==> config.mk <==
export PLATFORM = sky130hd
export DESIGN_NAME = dcs_dma
export DESIGN_NICKNAME = d
export VERILOG_FILES = /design/src/design/dcs_pkg.sv /design/src/design/dcs_dma.sv
export SDC_FILE = /design/constraint.sdc
export NUM_CORES = 1
export LEC_CHECK = 0
export BUFFER_PORTS_ARGS = -buffer_cell sky130_fd_sc_hd__buf_2
export CAP_MARGIN = 20
export CORE_MARGIN = 2
export CORE_UTILIZATION = 30
export DETAILED_ROUTE_END_ITERATION = 16
export GPL_TIMING_DRIVEN = 0
export SLEW_MARGIN = 10
export SYNTH_ARGS = -nofsm -noshare
export SYNTH_HDL_FRONTEND = slang
export SYNTH_SLANG_ARGS = --single-unit
export TNS_END_PERCENT = 30
==> constraint.sdc <==
create_clock -name pclk -period 3.7 [get_ports pclk]
set_input_delay 0.37 -clock pclk [delete_from_list [all_inputs] [get_ports pclk]]
set_output_delay 0.37 -clock pclk [all_outputs]
set_load 0.03 [all_outputs]
==> src/design/dcs_pkg.sv <==
package dcs_pkg;
  // register byte offsets
  localparam logic [7:0] OFF_A_START = 8'h00;
  localparam logic [7:0] OFF_B_START = 8'h04;
  localparam logic [7:0] OFF_LEN     = 8'h08;
  localparam logic [7:0] OFF_CFG     = 8'h0c;
  localparam logic [7:0] OFF_TIM     = 8'h10;
  localparam logic [7:0] OFF_MATCH   = 8'h14;
  localparam logic [7:0] OFF_CMD     = 8'h18;
  localparam logic [7:0] OFF_STAT    = 8'h1c;
  localparam logic [7:0] OFF_A_CNT   = 8'h20;
  localparam logic [7:0] OFF_B_CNT   = 8'h24;
  localparam logic [7:0] OFF_BYTES   = 8'h28;
  // configuration bits
  localparam int CFG_A_FIXED  = 0;
  localparam int CFG_B_FIXED  = 1;
  localparam int CFG_A_SRC    = 2;
  localparam int CFG_RDY_HIGH = 3;
  localparam int CFG_INT_RDY  = 4;
  localparam int CFG_AUTO     = 5;
  localparam int CFG_ENABLE   = 6;
  localparam int CFG_INT_EOB  = 7;
  localparam int CFG_INT_MAT  = 8;
  localparam int CFG_STOP_MAT = 9;
  localparam int CFG_PULSE    = 10;
  localparam int CFG_W        = 11;
  // timing fields: strobe width per port and port kind
  localparam int TIM_W     = 4;
  localparam int TIM_A_LSB = 0;
  localparam int TIM_B_LSB = 4;
  localparam int TIM_A_IO  = 8;
  localparam int TIM_B_IO  = 9;
  localparam int TIM_REG_W = 10;
  // match register fields
  localparam int MAT_BYTE_LSB  = 0;
  localparam int MAT_PULSE_LSB = 8;
  // status bits
  localparam int ST_REQ     = 0;
  localparam int ST_RDY     = 1;
  localparam int ST_IP_N    = 3;
  localparam int ST_MATCH_N = 4;
  localparam int ST_EOB_N   = 5;
  localparam int ST_ENA     = 6;
  // command codes
  localparam logic [7:0] CMD_LOAD    = 8'h01;
  localparam logic [7:0] CMD_CONT    = 8'h02;
  localparam logic [7:0] CMD_ENABLE  = 8'h03;
  localparam logic [7:0] CMD_DISABLE = 8'h04;
  localparam logic [7:0] CMD_FORCE   = 8'h05;
  localparam logic [7:0] CMD_REARM   = 8'h06;
  localparam logic [7:0] CMD_RL_CLR  = 8'h07;
  localparam logic [7:0] CMD_INT_EN  = 8'h08;
  localparam logic [7:0] CMD_INT_DIS = 8'h09;
  localparam logic [7:0] CMD_INT_RST = 8'h0a;
  // engine states
  typedef enum logic [2:0] {
    S_IDLE,
    S_REQ,
    S_RD,
    S_WR,
    S_REL
  } dcs_state_t;
endpackage

==> src/design/dcs_dma.sv <==
`timescale 1ns/1ns
module dcs_dma
  import dcs_pkg::*;
#(
  parameter int ADDR_W = 16
) (
  input  wire logic              pclk,
  input  wire logic              presetn,
  input  wire logic              psel,
  input  wire logic              penable,
  input  wire logic              pwrite,
  input  wire logic [7:0]        paddr,
  input  wire logic [31:0]       pwdata,
  output logic                   pready,
  output logic [31:0]            prdata,
  output logic                   pslverr,
  input  wire logic              ready_pin,
  input  wire logic              bus_ack_pin,
  input  wire logic [7:0]        data_in,
  output logic                   bus_req,
  output logic [ADDR_W-1:0]      addr_out,
  output logic [7:0]             data_out,
  output logic                   data_oe,
  output logic                   rd_n,
  output logic                   wr_n,
  output logic                   memory_request_strobe_n,
  output logic                   io_request_strobe_n,
  output logic                   irq
);

  if (ADDR_W < 8 || ADDR_W > 16) begin : g_chk
    $error("dcs_dma: ADDR_W must be 8 to 16");
  end

  // three-stage sync for pins; a change counts once stages two and three agree
  logic [1:0] sync1, sync2, sync3, pin_flt;
  for (genvar i = 0; i < 2; i++) begin : g_sync
    always_ff @(posedge pclk or negedge presetn) begin
      if (!presetn) begin
        sync1[i]   <= 1'b0;
        sync2[i]   <= 1'b0;
        sync3[i]   <= 1'b0;
        pin_flt[i] <= 1'b0;
      end else begin
        sync1[i] <= (i == 0) ? ready_pin : bus_ack_pin;
        sync2[i] <= sync1[i];
        sync3[i] <= sync2[i];
        if (sync2[i] == sync3[i]) begin
          pin_flt[i] <= sync3[i];
        end
      end
    end
  end

  // software-visible state
  logic [ADDR_W-1:0]    a_start, b_start, a_cnt, b_cnt;
  logic [15:0]          block_len, byte_cnt;
  logic [CFG_W-1:0]     cfg;
  logic [TIM_REG_W-1:0] tim;
  logic [15:0]          mat;
  logic                 enabled, forced, rdy_latch, rdy_served;
  logic                 int_en, ip, match_n, eob_n, req_seen, stop_req;
  // engine state
  dcs_state_t           state;
  logic [TIM_W-1:0]     tcnt;
  // next values
  logic [ADDR_W-1:0]    next_a_start, next_b_start, next_a_cnt, next_b_cnt;
  logic [15:0]          next_block_len, next_byte_cnt, next_mat;
  logic [CFG_W-1:0]     next_cfg;
  logic [TIM_REG_W-1:0] next_tim;
  logic                 next_enabled, next_forced, next_rdy_latch, next_rdy_served;
  logic                 next_int_en, next_ip, next_match_n, next_eob_n;
  logic                 next_req_seen, next_stop_req;
  dcs_state_t           next_state;
  logic [TIM_W-1:0]     next_tcnt;
  logic                 next_pready, next_pslverr, next_bus_req, next_rd_n, next_wr_n;
  logic                 next_memory_request_strobe_n, next_io_request_strobe_n, next_irq, next_data_oe;
  logic [31:0]          next_prdata;
  logic [ADDR_W-1:0]    next_addr_out;
  logic [7:0]           next_data_out;

  // decoded helpers
  logic       wr_acc, setup, rdy_act, rdy_eff, src_a, src_fixed, dst_fixed;
  logic       src_io, dst_io, last_byte, is_cmd;
  logic [7:0] cmd;
  logic [TIM_W-1:0] src_w, dst_w;

  always_comb begin
    setup     = psel && !penable;
    wr_acc    = psel && penable && pready && pwrite;
    is_cmd    = wr_acc && (paddr == OFF_CMD);
    cmd       = pwdata[7:0];
    rdy_act   = (pin_flt[0] == cfg[CFG_RDY_HIGH]);
    rdy_eff   = rdy_act || forced;
    src_a     = cfg[CFG_A_SRC];
    src_fixed = src_a ? cfg[CFG_A_FIXED] : cfg[CFG_B_FIXED];
    dst_fixed = src_a ? cfg[CFG_B_FIXED] : cfg[CFG_A_FIXED];
    // per-port strobe width and port kind
    src_w     = src_a ? tim[TIM_A_LSB +: TIM_W] : tim[TIM_B_LSB +: TIM_W];
    dst_w     = src_a ? tim[TIM_B_LSB +: TIM_W] : tim[TIM_A_LSB +: TIM_W];
    src_io    = src_a ? tim[TIM_A_IO] : tim[TIM_B_IO];
    dst_io    = src_a ? tim[TIM_B_IO] : tim[TIM_A_IO];
    // a block moves one byte more than its programmed length
    last_byte = (byte_cnt == 16'(block_len + 16'h0001));
  end

  // register file, commands and transfer engine
  always_comb begin
    next_a_start    = a_start;
    next_b_start    = b_start;
    next_a_cnt      = a_cnt;
    next_b_cnt      = b_cnt;
    next_block_len  = block_len;
    next_byte_cnt   = byte_cnt;
    next_cfg        = cfg;
    next_tim        = tim;
    next_mat        = mat;
    next_enabled    = enabled;
    next_forced     = forced;
    next_rdy_latch  = rdy_latch;
    next_rdy_served = rdy_served;
    next_int_en     = int_en;
    next_ip         = ip;
    next_match_n    = match_n;
    next_eob_n      = eob_n;
    next_req_seen   = req_seen;
    next_stop_req   = stop_req;
    next_state      = state;
    next_tcnt       = tcnt;
    next_bus_req    = bus_req;
    next_rd_n       = 1'b1;
    next_wr_n       = 1'b1;
    next_memory_request_strobe_n     = 1'b1;
    next_io_request_strobe_n     = 1'b1;
    next_addr_out   = addr_out;
    next_data_out   = data_out;
    next_data_oe    = 1'b0;
    next_irq        = int_en && ip;
    // zero-wait slave: answer in the first access cycle
    next_pready     = setup;
    next_pslverr    = 1'b0;
    next_prdata     = 32'h0000_0000;

    // read decode, registered one cycle ahead of the access phase
    if (setup) begin
      unique case (paddr)
        OFF_A_START: next_prdata = 32'(a_start);
        OFF_B_START: next_prdata = 32'(b_start);
        OFF_LEN:     next_prdata = 32'(block_len);
        OFF_CFG:     next_prdata = 32'(cfg);
        OFF_TIM:     next_prdata = 32'(tim);
        OFF_MATCH:   next_prdata = 32'(mat);
        OFF_CMD:     next_prdata = 32'h0000_0000;
        OFF_STAT: begin
          next_prdata[ST_REQ]     = req_seen;
          next_prdata[ST_RDY]     = rdy_act;
          next_prdata[ST_IP_N]    = !ip;
          next_prdata[ST_MATCH_N] = match_n;
          next_prdata[ST_EOB_N]   = eob_n;
          next_prdata[ST_ENA]     = enabled;
        end
        OFF_A_CNT:   next_prdata = 32'(a_cnt);
        OFF_B_CNT:   next_prdata = 32'(b_cnt);
        OFF_BYTES:   next_prdata = 32'(byte_cnt);
        default:     next_pslverr = 1'b1;
      endcase
    end

    // control writes; start addresses land only in the start registers
    if (wr_acc) begin
      unique case (paddr)
        OFF_A_START: next_a_start = pwdata[ADDR_W-1:0];
        OFF_B_START: next_b_start = pwdata[ADDR_W-1:0];
        OFF_LEN:     next_block_len = pwdata[15:0];
        OFF_TIM:     next_tim = pwdata[TIM_REG_W-1:0];
        OFF_MATCH:   next_mat = pwdata[15:0];
        OFF_CFG: begin
          // direction byte may keep running; bit doubles as start
          next_cfg     = pwdata[CFG_W-1:0];
          next_enabled = pwdata[CFG_ENABLE];
        end
        default: ;
      endcase
      // writes other than config, status and the enable or rearm commands stop the engine
      if (paddr != OFF_CFG && paddr != OFF_STAT &&
          !(is_cmd && (cmd == CMD_ENABLE || cmd == CMD_REARM))) begin
        next_enabled = 1'b0;
      end
    end

    if (is_cmd) begin
      unique case (cmd)
        CMD_LOAD: begin
          // only the source counter takes a fixed address
          if (src_a || !cfg[CFG_A_FIXED]) next_a_cnt = a_start;
          if (!src_a || !cfg[CFG_B_FIXED]) next_b_cnt = b_start;
          next_byte_cnt   = 16'h0000;
          next_eob_n      = 1'b1;
          next_req_seen   = 1'b0;
          next_rdy_served = 1'b0;
          next_forced     = 1'b0;
        end
        CMD_CONT: begin
          next_byte_cnt   = 16'h0000;
          next_eob_n      = 1'b1;
          next_rdy_served = 1'b0;
          next_forced     = 1'b0;
        end
        CMD_ENABLE:  next_enabled = 1'b1;
        CMD_DISABLE: next_forced = 1'b0;
        CMD_FORCE:   next_forced = 1'b1;
        CMD_REARM: begin
          next_match_n = 1'b1;
          next_eob_n   = 1'b1;
        end
        CMD_RL_CLR:  next_rdy_latch = 1'b0;
        CMD_INT_EN:  next_int_en = 1'b1;
        CMD_INT_DIS: next_int_en = 1'b0;
        CMD_INT_RST: begin
          next_int_en = 1'b0;
          next_ip     = 1'b0;
        end
        default: ;
      endcase
    end

    // transfer engine; hardware-set flags come after clears so a set wins
    unique case (state)
      S_IDLE: begin
        if (enabled && rdy_eff && !rdy_latch) begin
          if (cfg[CFG_INT_RDY] && !rdy_served) begin
            // interrupt while the host still owns the bus
            next_ip         = 1'b1;
            next_rdy_latch  = 1'b1;
            next_rdy_served = 1'b1;
          end else if (!pin_flt[1]) begin
            // wait for the last grant to drop, else a stale acknowledge is taken
            next_bus_req  = 1'b1;
            next_req_seen = 1'b1;
            next_state    = S_REQ;
          end
        end
      end
      S_REQ: begin
        if (pin_flt[1]) begin
          next_state    = S_RD;
          next_tcnt     = src_w;
          next_addr_out = src_a ? a_cnt : b_cnt;
          next_rd_n     = 1'b0;
          next_memory_request_strobe_n   = src_io;
          next_io_request_strobe_n   = !src_io;
        end
      end
      S_RD: begin
        if (tcnt != '0) begin
          // hold read strobes for one cycle more than the programmed width
          next_tcnt   = TIM_W'(tcnt - 1'b1);
          next_rd_n   = 1'b0;
          next_memory_request_strobe_n = src_io;
          next_io_request_strobe_n = !src_io;
        end else begin
          next_data_out = data_in;
          next_byte_cnt = 16'(byte_cnt + 16'h0001);
          if (!src_fixed) begin
            if (src_a) next_a_cnt = ADDR_W'(a_cnt + 1'b1);
            else next_b_cnt = ADDR_W'(b_cnt + 1'b1);
          end
          if (cfg[CFG_STOP_MAT] && data_in == mat[MAT_BYTE_LSB +: 8]) begin
            next_match_n  = 1'b0;
            next_stop_req = 1'b1;
          end
          next_state    = S_WR;
          next_tcnt     = dst_w;
          next_addr_out = src_a ? b_cnt : a_cnt;
          next_wr_n     = 1'b0;
          next_data_oe  = 1'b1;
          next_memory_request_strobe_n   = dst_io;
          next_io_request_strobe_n   = !dst_io;
        end
      end
      S_WR: begin
        if (tcnt != '0) begin
          next_tcnt    = TIM_W'(tcnt - 1'b1);
          next_wr_n    = 1'b0;
          next_data_oe = 1'b1;
          next_memory_request_strobe_n  = dst_io;
          next_io_request_strobe_n  = !dst_io;
        end else begin
          if (!dst_fixed) begin
            if (src_a) next_b_cnt = ADDR_W'(b_cnt + 1'b1);
            else next_a_cnt = ADDR_W'(a_cnt + 1'b1);
          end
          // pulse on the interrupt pin when the low count hits the offset
          if (cfg[CFG_PULSE] && byte_cnt[7:0] == mat[MAT_PULSE_LSB +: 8]) begin
            next_irq = 1'b1;
          end
          if (last_byte) begin
            next_eob_n = 1'b0;
            if (cfg[CFG_AUTO] && !stop_req) begin
              // fresh start addresses are taken here and on a load command
              next_a_cnt    = a_start;
              next_b_cnt    = b_start;
              next_byte_cnt = 16'h0000;
            end else begin
              next_stop_req = 1'b1;
            end
          end
          if (stop_req || (last_byte && !cfg[CFG_AUTO]) || !enabled || !rdy_eff) begin
            next_state   = S_REL;
            next_bus_req = 1'b0;
          end else begin
            next_state    = S_RD;
            next_tcnt     = src_w;
            next_addr_out = src_a ? next_a_cnt : next_b_cnt;
            next_rd_n     = 1'b0;
            next_memory_request_strobe_n   = src_io;
            next_io_request_strobe_n   = !src_io;
          end
        end
      end
      S_REL: begin
        // block and match events are raised only once the bus is back
        if (stop_req) begin
          next_enabled  = 1'b0;
          next_stop_req = 1'b0;
          if ((!eob_n && cfg[CFG_INT_EOB]) || (!match_n && cfg[CFG_INT_MAT])) begin
            next_ip = 1'b1;
          end
        end
        next_state = S_IDLE;
      end
    endcase
  end

  // one register stage for everything above
  always_ff @(posedge pclk or negedge presetn) begin
    if (!presetn) begin
      a_start                 <= '0;
      b_start                 <= '0;
      a_cnt                   <= '0;
      b_cnt                   <= '0;
      block_len               <= 16'h0000;
      byte_cnt                <= 16'h0000;
      cfg                     <= '0;
      tim                     <= '0;
      mat                     <= 16'h0000;
      enabled                 <= 1'b0;
      forced                  <= 1'b0;
      rdy_latch               <= 1'b0;
      rdy_served              <= 1'b0;
      int_en                  <= 1'b0;
      ip                      <= 1'b0;
      match_n                 <= 1'b1;
      eob_n                   <= 1'b1;
      req_seen                <= 1'b0;
      stop_req                <= 1'b0;
      state                   <= S_IDLE;
      tcnt                    <= '0;
      pready                  <= 1'b0;
      prdata                  <= 32'h0000_0000;
      pslverr                 <= 1'b0;
      bus_req                 <= 1'b0;
      addr_out                <= '0;
      data_out                <= 8'h00;
      data_oe                 <= 1'b0;
      rd_n                    <= 1'b1;
      wr_n                    <= 1'b1;
      memory_request_strobe_n <= 1'b1;
      io_request_strobe_n     <= 1'b1;
      irq                     <= 1'b0;
    end else begin
      a_start                 <= next_a_start;
      b_start                 <= next_b_start;
      a_cnt                   <= next_a_cnt;
      b_cnt                   <= next_b_cnt;
      block_len               <= next_block_len;
      byte_cnt                <= next_byte_cnt;
      cfg                     <= next_cfg;
      tim                     <= next_tim;
      mat                     <= next_mat;
      enabled                 <= next_enabled;
      forced                  <= next_forced;
      rdy_latch               <= next_rdy_latch;
      rdy_served              <= next_rdy_served;
      int_en                  <= next_int_en;
      ip                      <= next_ip;
      match_n                 <= next_match_n;
      eob_n                   <= next_eob_n;
      req_seen                <= next_req_seen;
      stop_req                <= next_stop_req;
      state                   <= next_state;
      tcnt                    <= next_tcnt;
      pready                  <= next_pready;
      prdata                  <= next_prdata;
      pslverr                 <= next_pslverr;
      bus_req                 <= next_bus_req;
      addr_out                <= next_addr_out;
      data_out                <= next_data_out;
      data_oe                 <= next_data_oe;
      rd_n                    <= next_rd_n;
      wr_n                    <= next_wr_n;
      memory_request_strobe_n <= next_memory_request_strobe_n;
      io_request_strobe_n     <= next_io_request_strobe_n;
      irq                     <= next_irq;
    end
  end

endmodule

Yosys cells after proc, flatten, opt, wreduce, memory -nomap -nowiden
Cells that the tools add are included.
{"block": "op_classes", "n_reduce_logical": 69, "n_bitwise": 1, "add_sub_neg": 5, "n_eq_ne": 44, "muxes": 140}
{"cell": "2-to-1 mux 16 bit", "count": 36}
{"cell": "one-hot mux 16 bit (2 select lines)", "count": 3}
{"cell": "one-hot mux 9 bit (9 select lines)", "count": 1}
{"cell": "2-to-1 mux 1 bit", "count": 71}
{"cell": "adder 16 x 1 -> 16 bit, second input constant", "count": 4}
{"cell": "one-hot mux 16 bit (3 select lines)", "count": 1}
{"cell": "== test 8 x 3 -> 1 bit, second input constant", "count": 5}
{"cell": "== test 8 x 4 -> 1 bit, second input constant", "count": 5}
{"cell": "one-hot mux 4 bit (10 select lines)", "count": 1}
{"cell": "== test 8 x 5 -> 1 bit, second input constant", "count": 4}
{"cell": "== test 8 x 6 -> 1 bit, second input constant", "count": 3}
{"cell": "2-to-1 mux 4 bit", "count": 6}
{"cell": "!= test 2 bit, second input constant", "count": 11}
{"cell": "2-to-1 mux 3 bit", "count": 7}
{"cell": "one-hot mux 2 bit (10 select lines)", "count": 1}
{"cell": "logical AND 1 bit", "count": 18}
{"cell": "AND reduction 2 bit", "count": 9}
{"cell": "AND reduction 6 bit", "count": 3}
{"cell": "== test 16 bit", "count": 1}
{"cell": "== test 8 x 2 -> 1 bit, second input constant", "count": 2}
{"cell": "== test 8 bit", "count": 2}
{"cell": "logical NOT 1 bit", "count": 16}
{"cell": "one-hot mux 3 bit (5 select lines)", "count": 1}
{"cell": "one-hot mux 1 bit (2 select lines)", "count": 6}
{"cell": "24 further kinds", "count": 42}
{"block": "totals", "output_inout_bits": 65, "elab_cells": 300, "inputBits": 55, "regBits": 223}

Longest topological paths before layout
{"block": "logic_depth", "word_depth": 13, "mapped_depth": 14, "depth_no_buf": 10}

Worst setup path after synthesis
No wires, ideal clock.
{"block": "synth_timing", "path_type": "register to register", "start": "reg block_len[1]", "end": "reg addr_out[3]", "arrival_time_ns": 3.141, "setup_slack_ns": 0.433, "path_buffers": 2, "path_stages_with_launch": 13, "t_required_ns": 3.574, "synth_period_minus_slack_ns": 3.267, "setup_ns": 0.126, "path_cell_list": "dfrtp_1 ha_1 clkbuf_2 nand3_1 or2_1 or3_1 a31o_2 and3_1 buf_4 a32oi_4 mux2_1 mux2_2 a221o_1"}
{"block": "synth_via", "elab_chain_len": 8, "elab_cells_between_ends": 14, "classes_between": "1 x add/sub; 2 x eq/ne; 6 x mux; 5 x reduce/logical"}
{"element": "start: declaration", "line_no": "dcs_dma.sv:57", "text": "logic [15:0] block_len, byte_cnt;"}
{"element": "start signal: assignment", "line_no": "dcs_dma.sv:376", "text": "block_len <= next_block_len;"}
{"element": "adder 16 x 1 -> 16 bit *", "line_no": "dcs_dma.sv:104", "text": "last_byte = (byte_cnt == 16'(block_len + 16'h0001));"}
{"element": "== test 16 bit *", "line_no": "dcs_dma.sv:104"}
{"element": "branches (longest 6 deep; another with 2-to-1 mux 16 bit)"}
{"element": "end signal: assignment", "line_no": "dcs_dma.sv:397", "text": "addr_out <= next_addr_out;"}
{"element": "end: declaration", "line_no": "dcs_dma.sv:21", "text": "output logic [ADDR_W-1:0] addr_out,"}
Every way passes the cells marked *. The select of a mux whose other input is x is not followed.
A chain may end at the register's enable or synchronous reset.

Worst setup path in the final report
{"block": "layout_timing", "start": "reg tcnt[0]", "end": "reg b_cnt[4]"}
{"block": "layout_via", "elab_chain_len": 3, "elab_cells_between_ends": 4, "classes_between": "3 x mux; 1 x reduce/logical"}
{"element": "start: declaration", "line_no": "dcs_dma.sv:65", "text": "logic [TIM_W-1:0] tcnt;"}
{"element": "start signal: assignment", "line_no": "dcs_dma.sv:392", "text": "tcnt <= next_tcnt;"}
{"element": "nonzero test 4 bit *", "line_no": "dcs_dma.sv:255, dcs_dma.sv:282"}
{"element": "2-to-1 mux 16 bit (on tied branches)", "line_no": "dcs_dma.sv:282, dcs_dma.sv:255"}
{"element": "one-hot mux 16 bit (2 select lines) *", "line_no": "dcs_dma.sv:228", "text": "unique case (state)"}
{"element": "net next_b_cnt[4]", "line_no": "dcs_dma.sv:67", "text": "logic [ADDR_W-1:0] next_a_start, next_b_start, next_a_cnt, next_b_cnt;"}
{"element": "end signal: assignment", "line_no": "dcs_dma.sv:375", "text": "b_cnt <= next_b_cnt;"}
{"element": "end: declaration", "line_no": "dcs_dma.sv:56", "text": "logic [ADDR_W-1:0] a_start, b_start, a_cnt, b_cnt;"}
Mark *: on every way through the listed nets, which the timed path passes. The rest lies on a longest branch.

==> metrics.cfg <==
[logic_synthesis]
yosysSeqAreaShare_pct = 38.5
synthCells = 1513
synth_top_area_share_pct = 37.4
yosys_warnings = 0
synth_common_cells = dfrtp_1, nand2_1, nor2_1
synth_top_cell_by_area = dfrtp_1
ys_seq_elements = 207
synth_edf_count = 0
synth_top_flop_cell = dfrtp_1
postSynth.asyncResetShare_pct = 100
netlist_area_sq_mm = 0.0135
yosysMostFrequentCell = dfrtp_1
synth_area_per_cell_sq_um = 8.90
yosysUniqueCellTypes = 88
synth.area.top_cells = dfrtp_1, mux2_2, nand2_1

[clock_network]
cts_made_buffers = 26
cts_root_buffer = clkbuf_16
clkTransAtPathRegs_ns = 0.07
clk_latency_ns = 0.58
cts.sinks = 207
clockBufferDepth = 3
ctsHtreeMaxLevel = 1
cts_tree = done

[sta]
rsz0062_at_grt = yes
fin_crit_sh_pct = 103
hold_violations = 0
worst_pin_slew_ns = 1.13
skew_ns = 0.0269
setup_viol = 2
fin_ws_ns = -0.104
relSlewSlack_pct = 24.5
fin_setup_tns_ns = -0.114
hold_ws_ns = 0.0206
final_max_slew_viol_count = 0
fin_crit_ns = 3.80
fmax_mhz = 263

[finish]
fin_util_pct = 35.5
finalNonFillerCells = 2261
fin_nets = 1709
syn_to_final_growth_pct = 16.6
finalInstanceArea_sq_mm = 0.0157
fillCellCount = 4530
drive_above_1_share_pct = 18.4
insertedDiodeCount = 0

[drt]
first_pass_iters = 7
wl_per_cell_microns = 27.1
routed_wl_mm = 61.3
vias = 13800
drt_iter0_drc = 1994
viasPerCell = 6.12
ant_nets = 0
remaining_drc_errors = 0

[power]
ir_drop_v = 0.000343
power_density_mw_per_mm2 = 319
fin_total_pwr_mw = 5.01
p_leak_nw = 6.45

[critical_path]
start_kind = flip-flop
slowest_stage = clkbuf_1
end_kind = flip-flop
path_buf_inv = 2
cp.required_ns = 4.14
critPathArrivalTime_ns = 4.25
critical_path.max_stage_delay_ns = 0.80
crit_type = flip-flop to flip-flop
crit_fanout = 10
cp_cell_sequence = inv_1 -> ha_1 -> nor3b_2 -> clkbuf_1 -> nand2_1 -> nor2_1 -> a21oi_1 -> o22a_1 -> o21ai_0
crit_family = simple AND/OR/NAND/NOR gates

[placed_design]
numPlacedInstances = 2209
routabilityCongestion = 1.01
place_area_sq_mm = 0.0148
pre_cts_ws_ns = -0.539
hpwl_mm = 45.8
placement.io_buffers = 87

[floorplan]
num_rows = 77
ioPinCount = 120
die-height_microns = 216
core_sq_mm = 0.0442
initial_utilization_pct = 30.4
dieArea_sq_mm = 0.0466
die_width_microns = 216

[grt]
grt_antenna_before_repair = 1
grt_remaining_overflow = 0
grt_pass1_vias = 13200
grt_max_degree = 93
track_usage_pct = 25.7
grt_pass1_wl_mm = 89.3

[hold_path]
hp-class = input port to flip-flop

[flow_run]
maxCapViolations = 0

[run_status]
violations = setup timing
status = finished with violations

==> cells by family after synthesis <==
| family | count (synthesis) | share of synthesized area, % |
|---|---|---|
| xor gates and xnor gates | 57 | 3.71 |
| DFF | 207 | 38.5 |
| AOI/OAI and AO/OA | 466 | 23.9 |
| muxes | 125 | 10.5 |
| adders and majority gates | 7 | 0.613 |
| buffers and inverters | 166 | 5.40 |
| other | 1 | 0.0279 |
| and+or+nand+nor | 484 | 17.4 |
==> cell type report <==
class	count	area (sq um)	area share (%)
Buffer	140	642	4.09
Clock buffer	32	683	4.35
Multi-Input combinational cell	1155	7670	48.9
Timing Repair Buffer	94	546	3.47
Tap cell	592	741	4.72
Inverter	25	93.8	0.598
Clock inverter	16	138	0.876
Sequential cell	207	5190	33.0
==> state kept, by name, summed over array words and instances (netlist names), 10 cells and up <==
register / count
a_cnt: 16
a_start: 16
addr_out: 16
b_cnt: 16
b_start: 16
block_len: 16
byte_cnt: 16
cfg: 11
mat: 16
prdata: 16
tim: 10
==> report_power, final <==
| group | leakage (nW) | switching, mW | internal, mW |
|---|---|---|---|
| clock network | 0.383 | 1.12 | 1.39 |
| registers | 2.59 | 0.0131 | 2.28 |
| logic | 3.47 | 0.148 | 0.0608 |
| total | 6.45 | 1.28 | 3.73 |
==> placed cells by master (no fill, tap or decap), types with 25 or more instances in the layout <==
cell type and n:
nand3_1 41, nor3_1 28, buf_2 97, o21ai_0 103, mux2_2 93, mux2i_1 25, a22oi_1 35, clkbuf_16 26
xnor2_1 38, a31oi_1 44, nor2_1 121, a21oi_1 80, dfrtp_1 200, nand2_1 158, a221oi_1 45, clkbuf_1 101
==> metal layers <==
metal	GRT usage, %	part of all wire, %	vias to the layer above
met4	13.7	6.2	0
met2	38.3	42	949
met1	35.5	42	6756
met5	0	0	-
li1	-	-	5907
met3	4.58	9.9	222
==> worst paths after layout <==
kind                          start          end  slack, ns  depth (start not counted)
max                         tcnt[0]     b_cnt[4]      -0.10                          9
min                         penable       pready       0.02                          2
max reg2reg                 tcnt[0]     b_cnt[4]      -0.10                          9
min reg2reg                sync1[1]     sync2[1]       0.35                          0
max in group asynchronous   presetn  b_start[10]       2.23                          4
min in group asynchronous   presetn      data_oe       0.26                          2
==> repair_timing <==
item                                    in CTS  in global routing
buffers inserted                             0                  2
pin swaps                                    1                  1
gates resized for setup                     15                 10
endpoints found under the setup margin      37                 28
hold buffers                                 3                  0
endpoints found under the hold margin       40                  0
(Power assumes the default switching activity.)
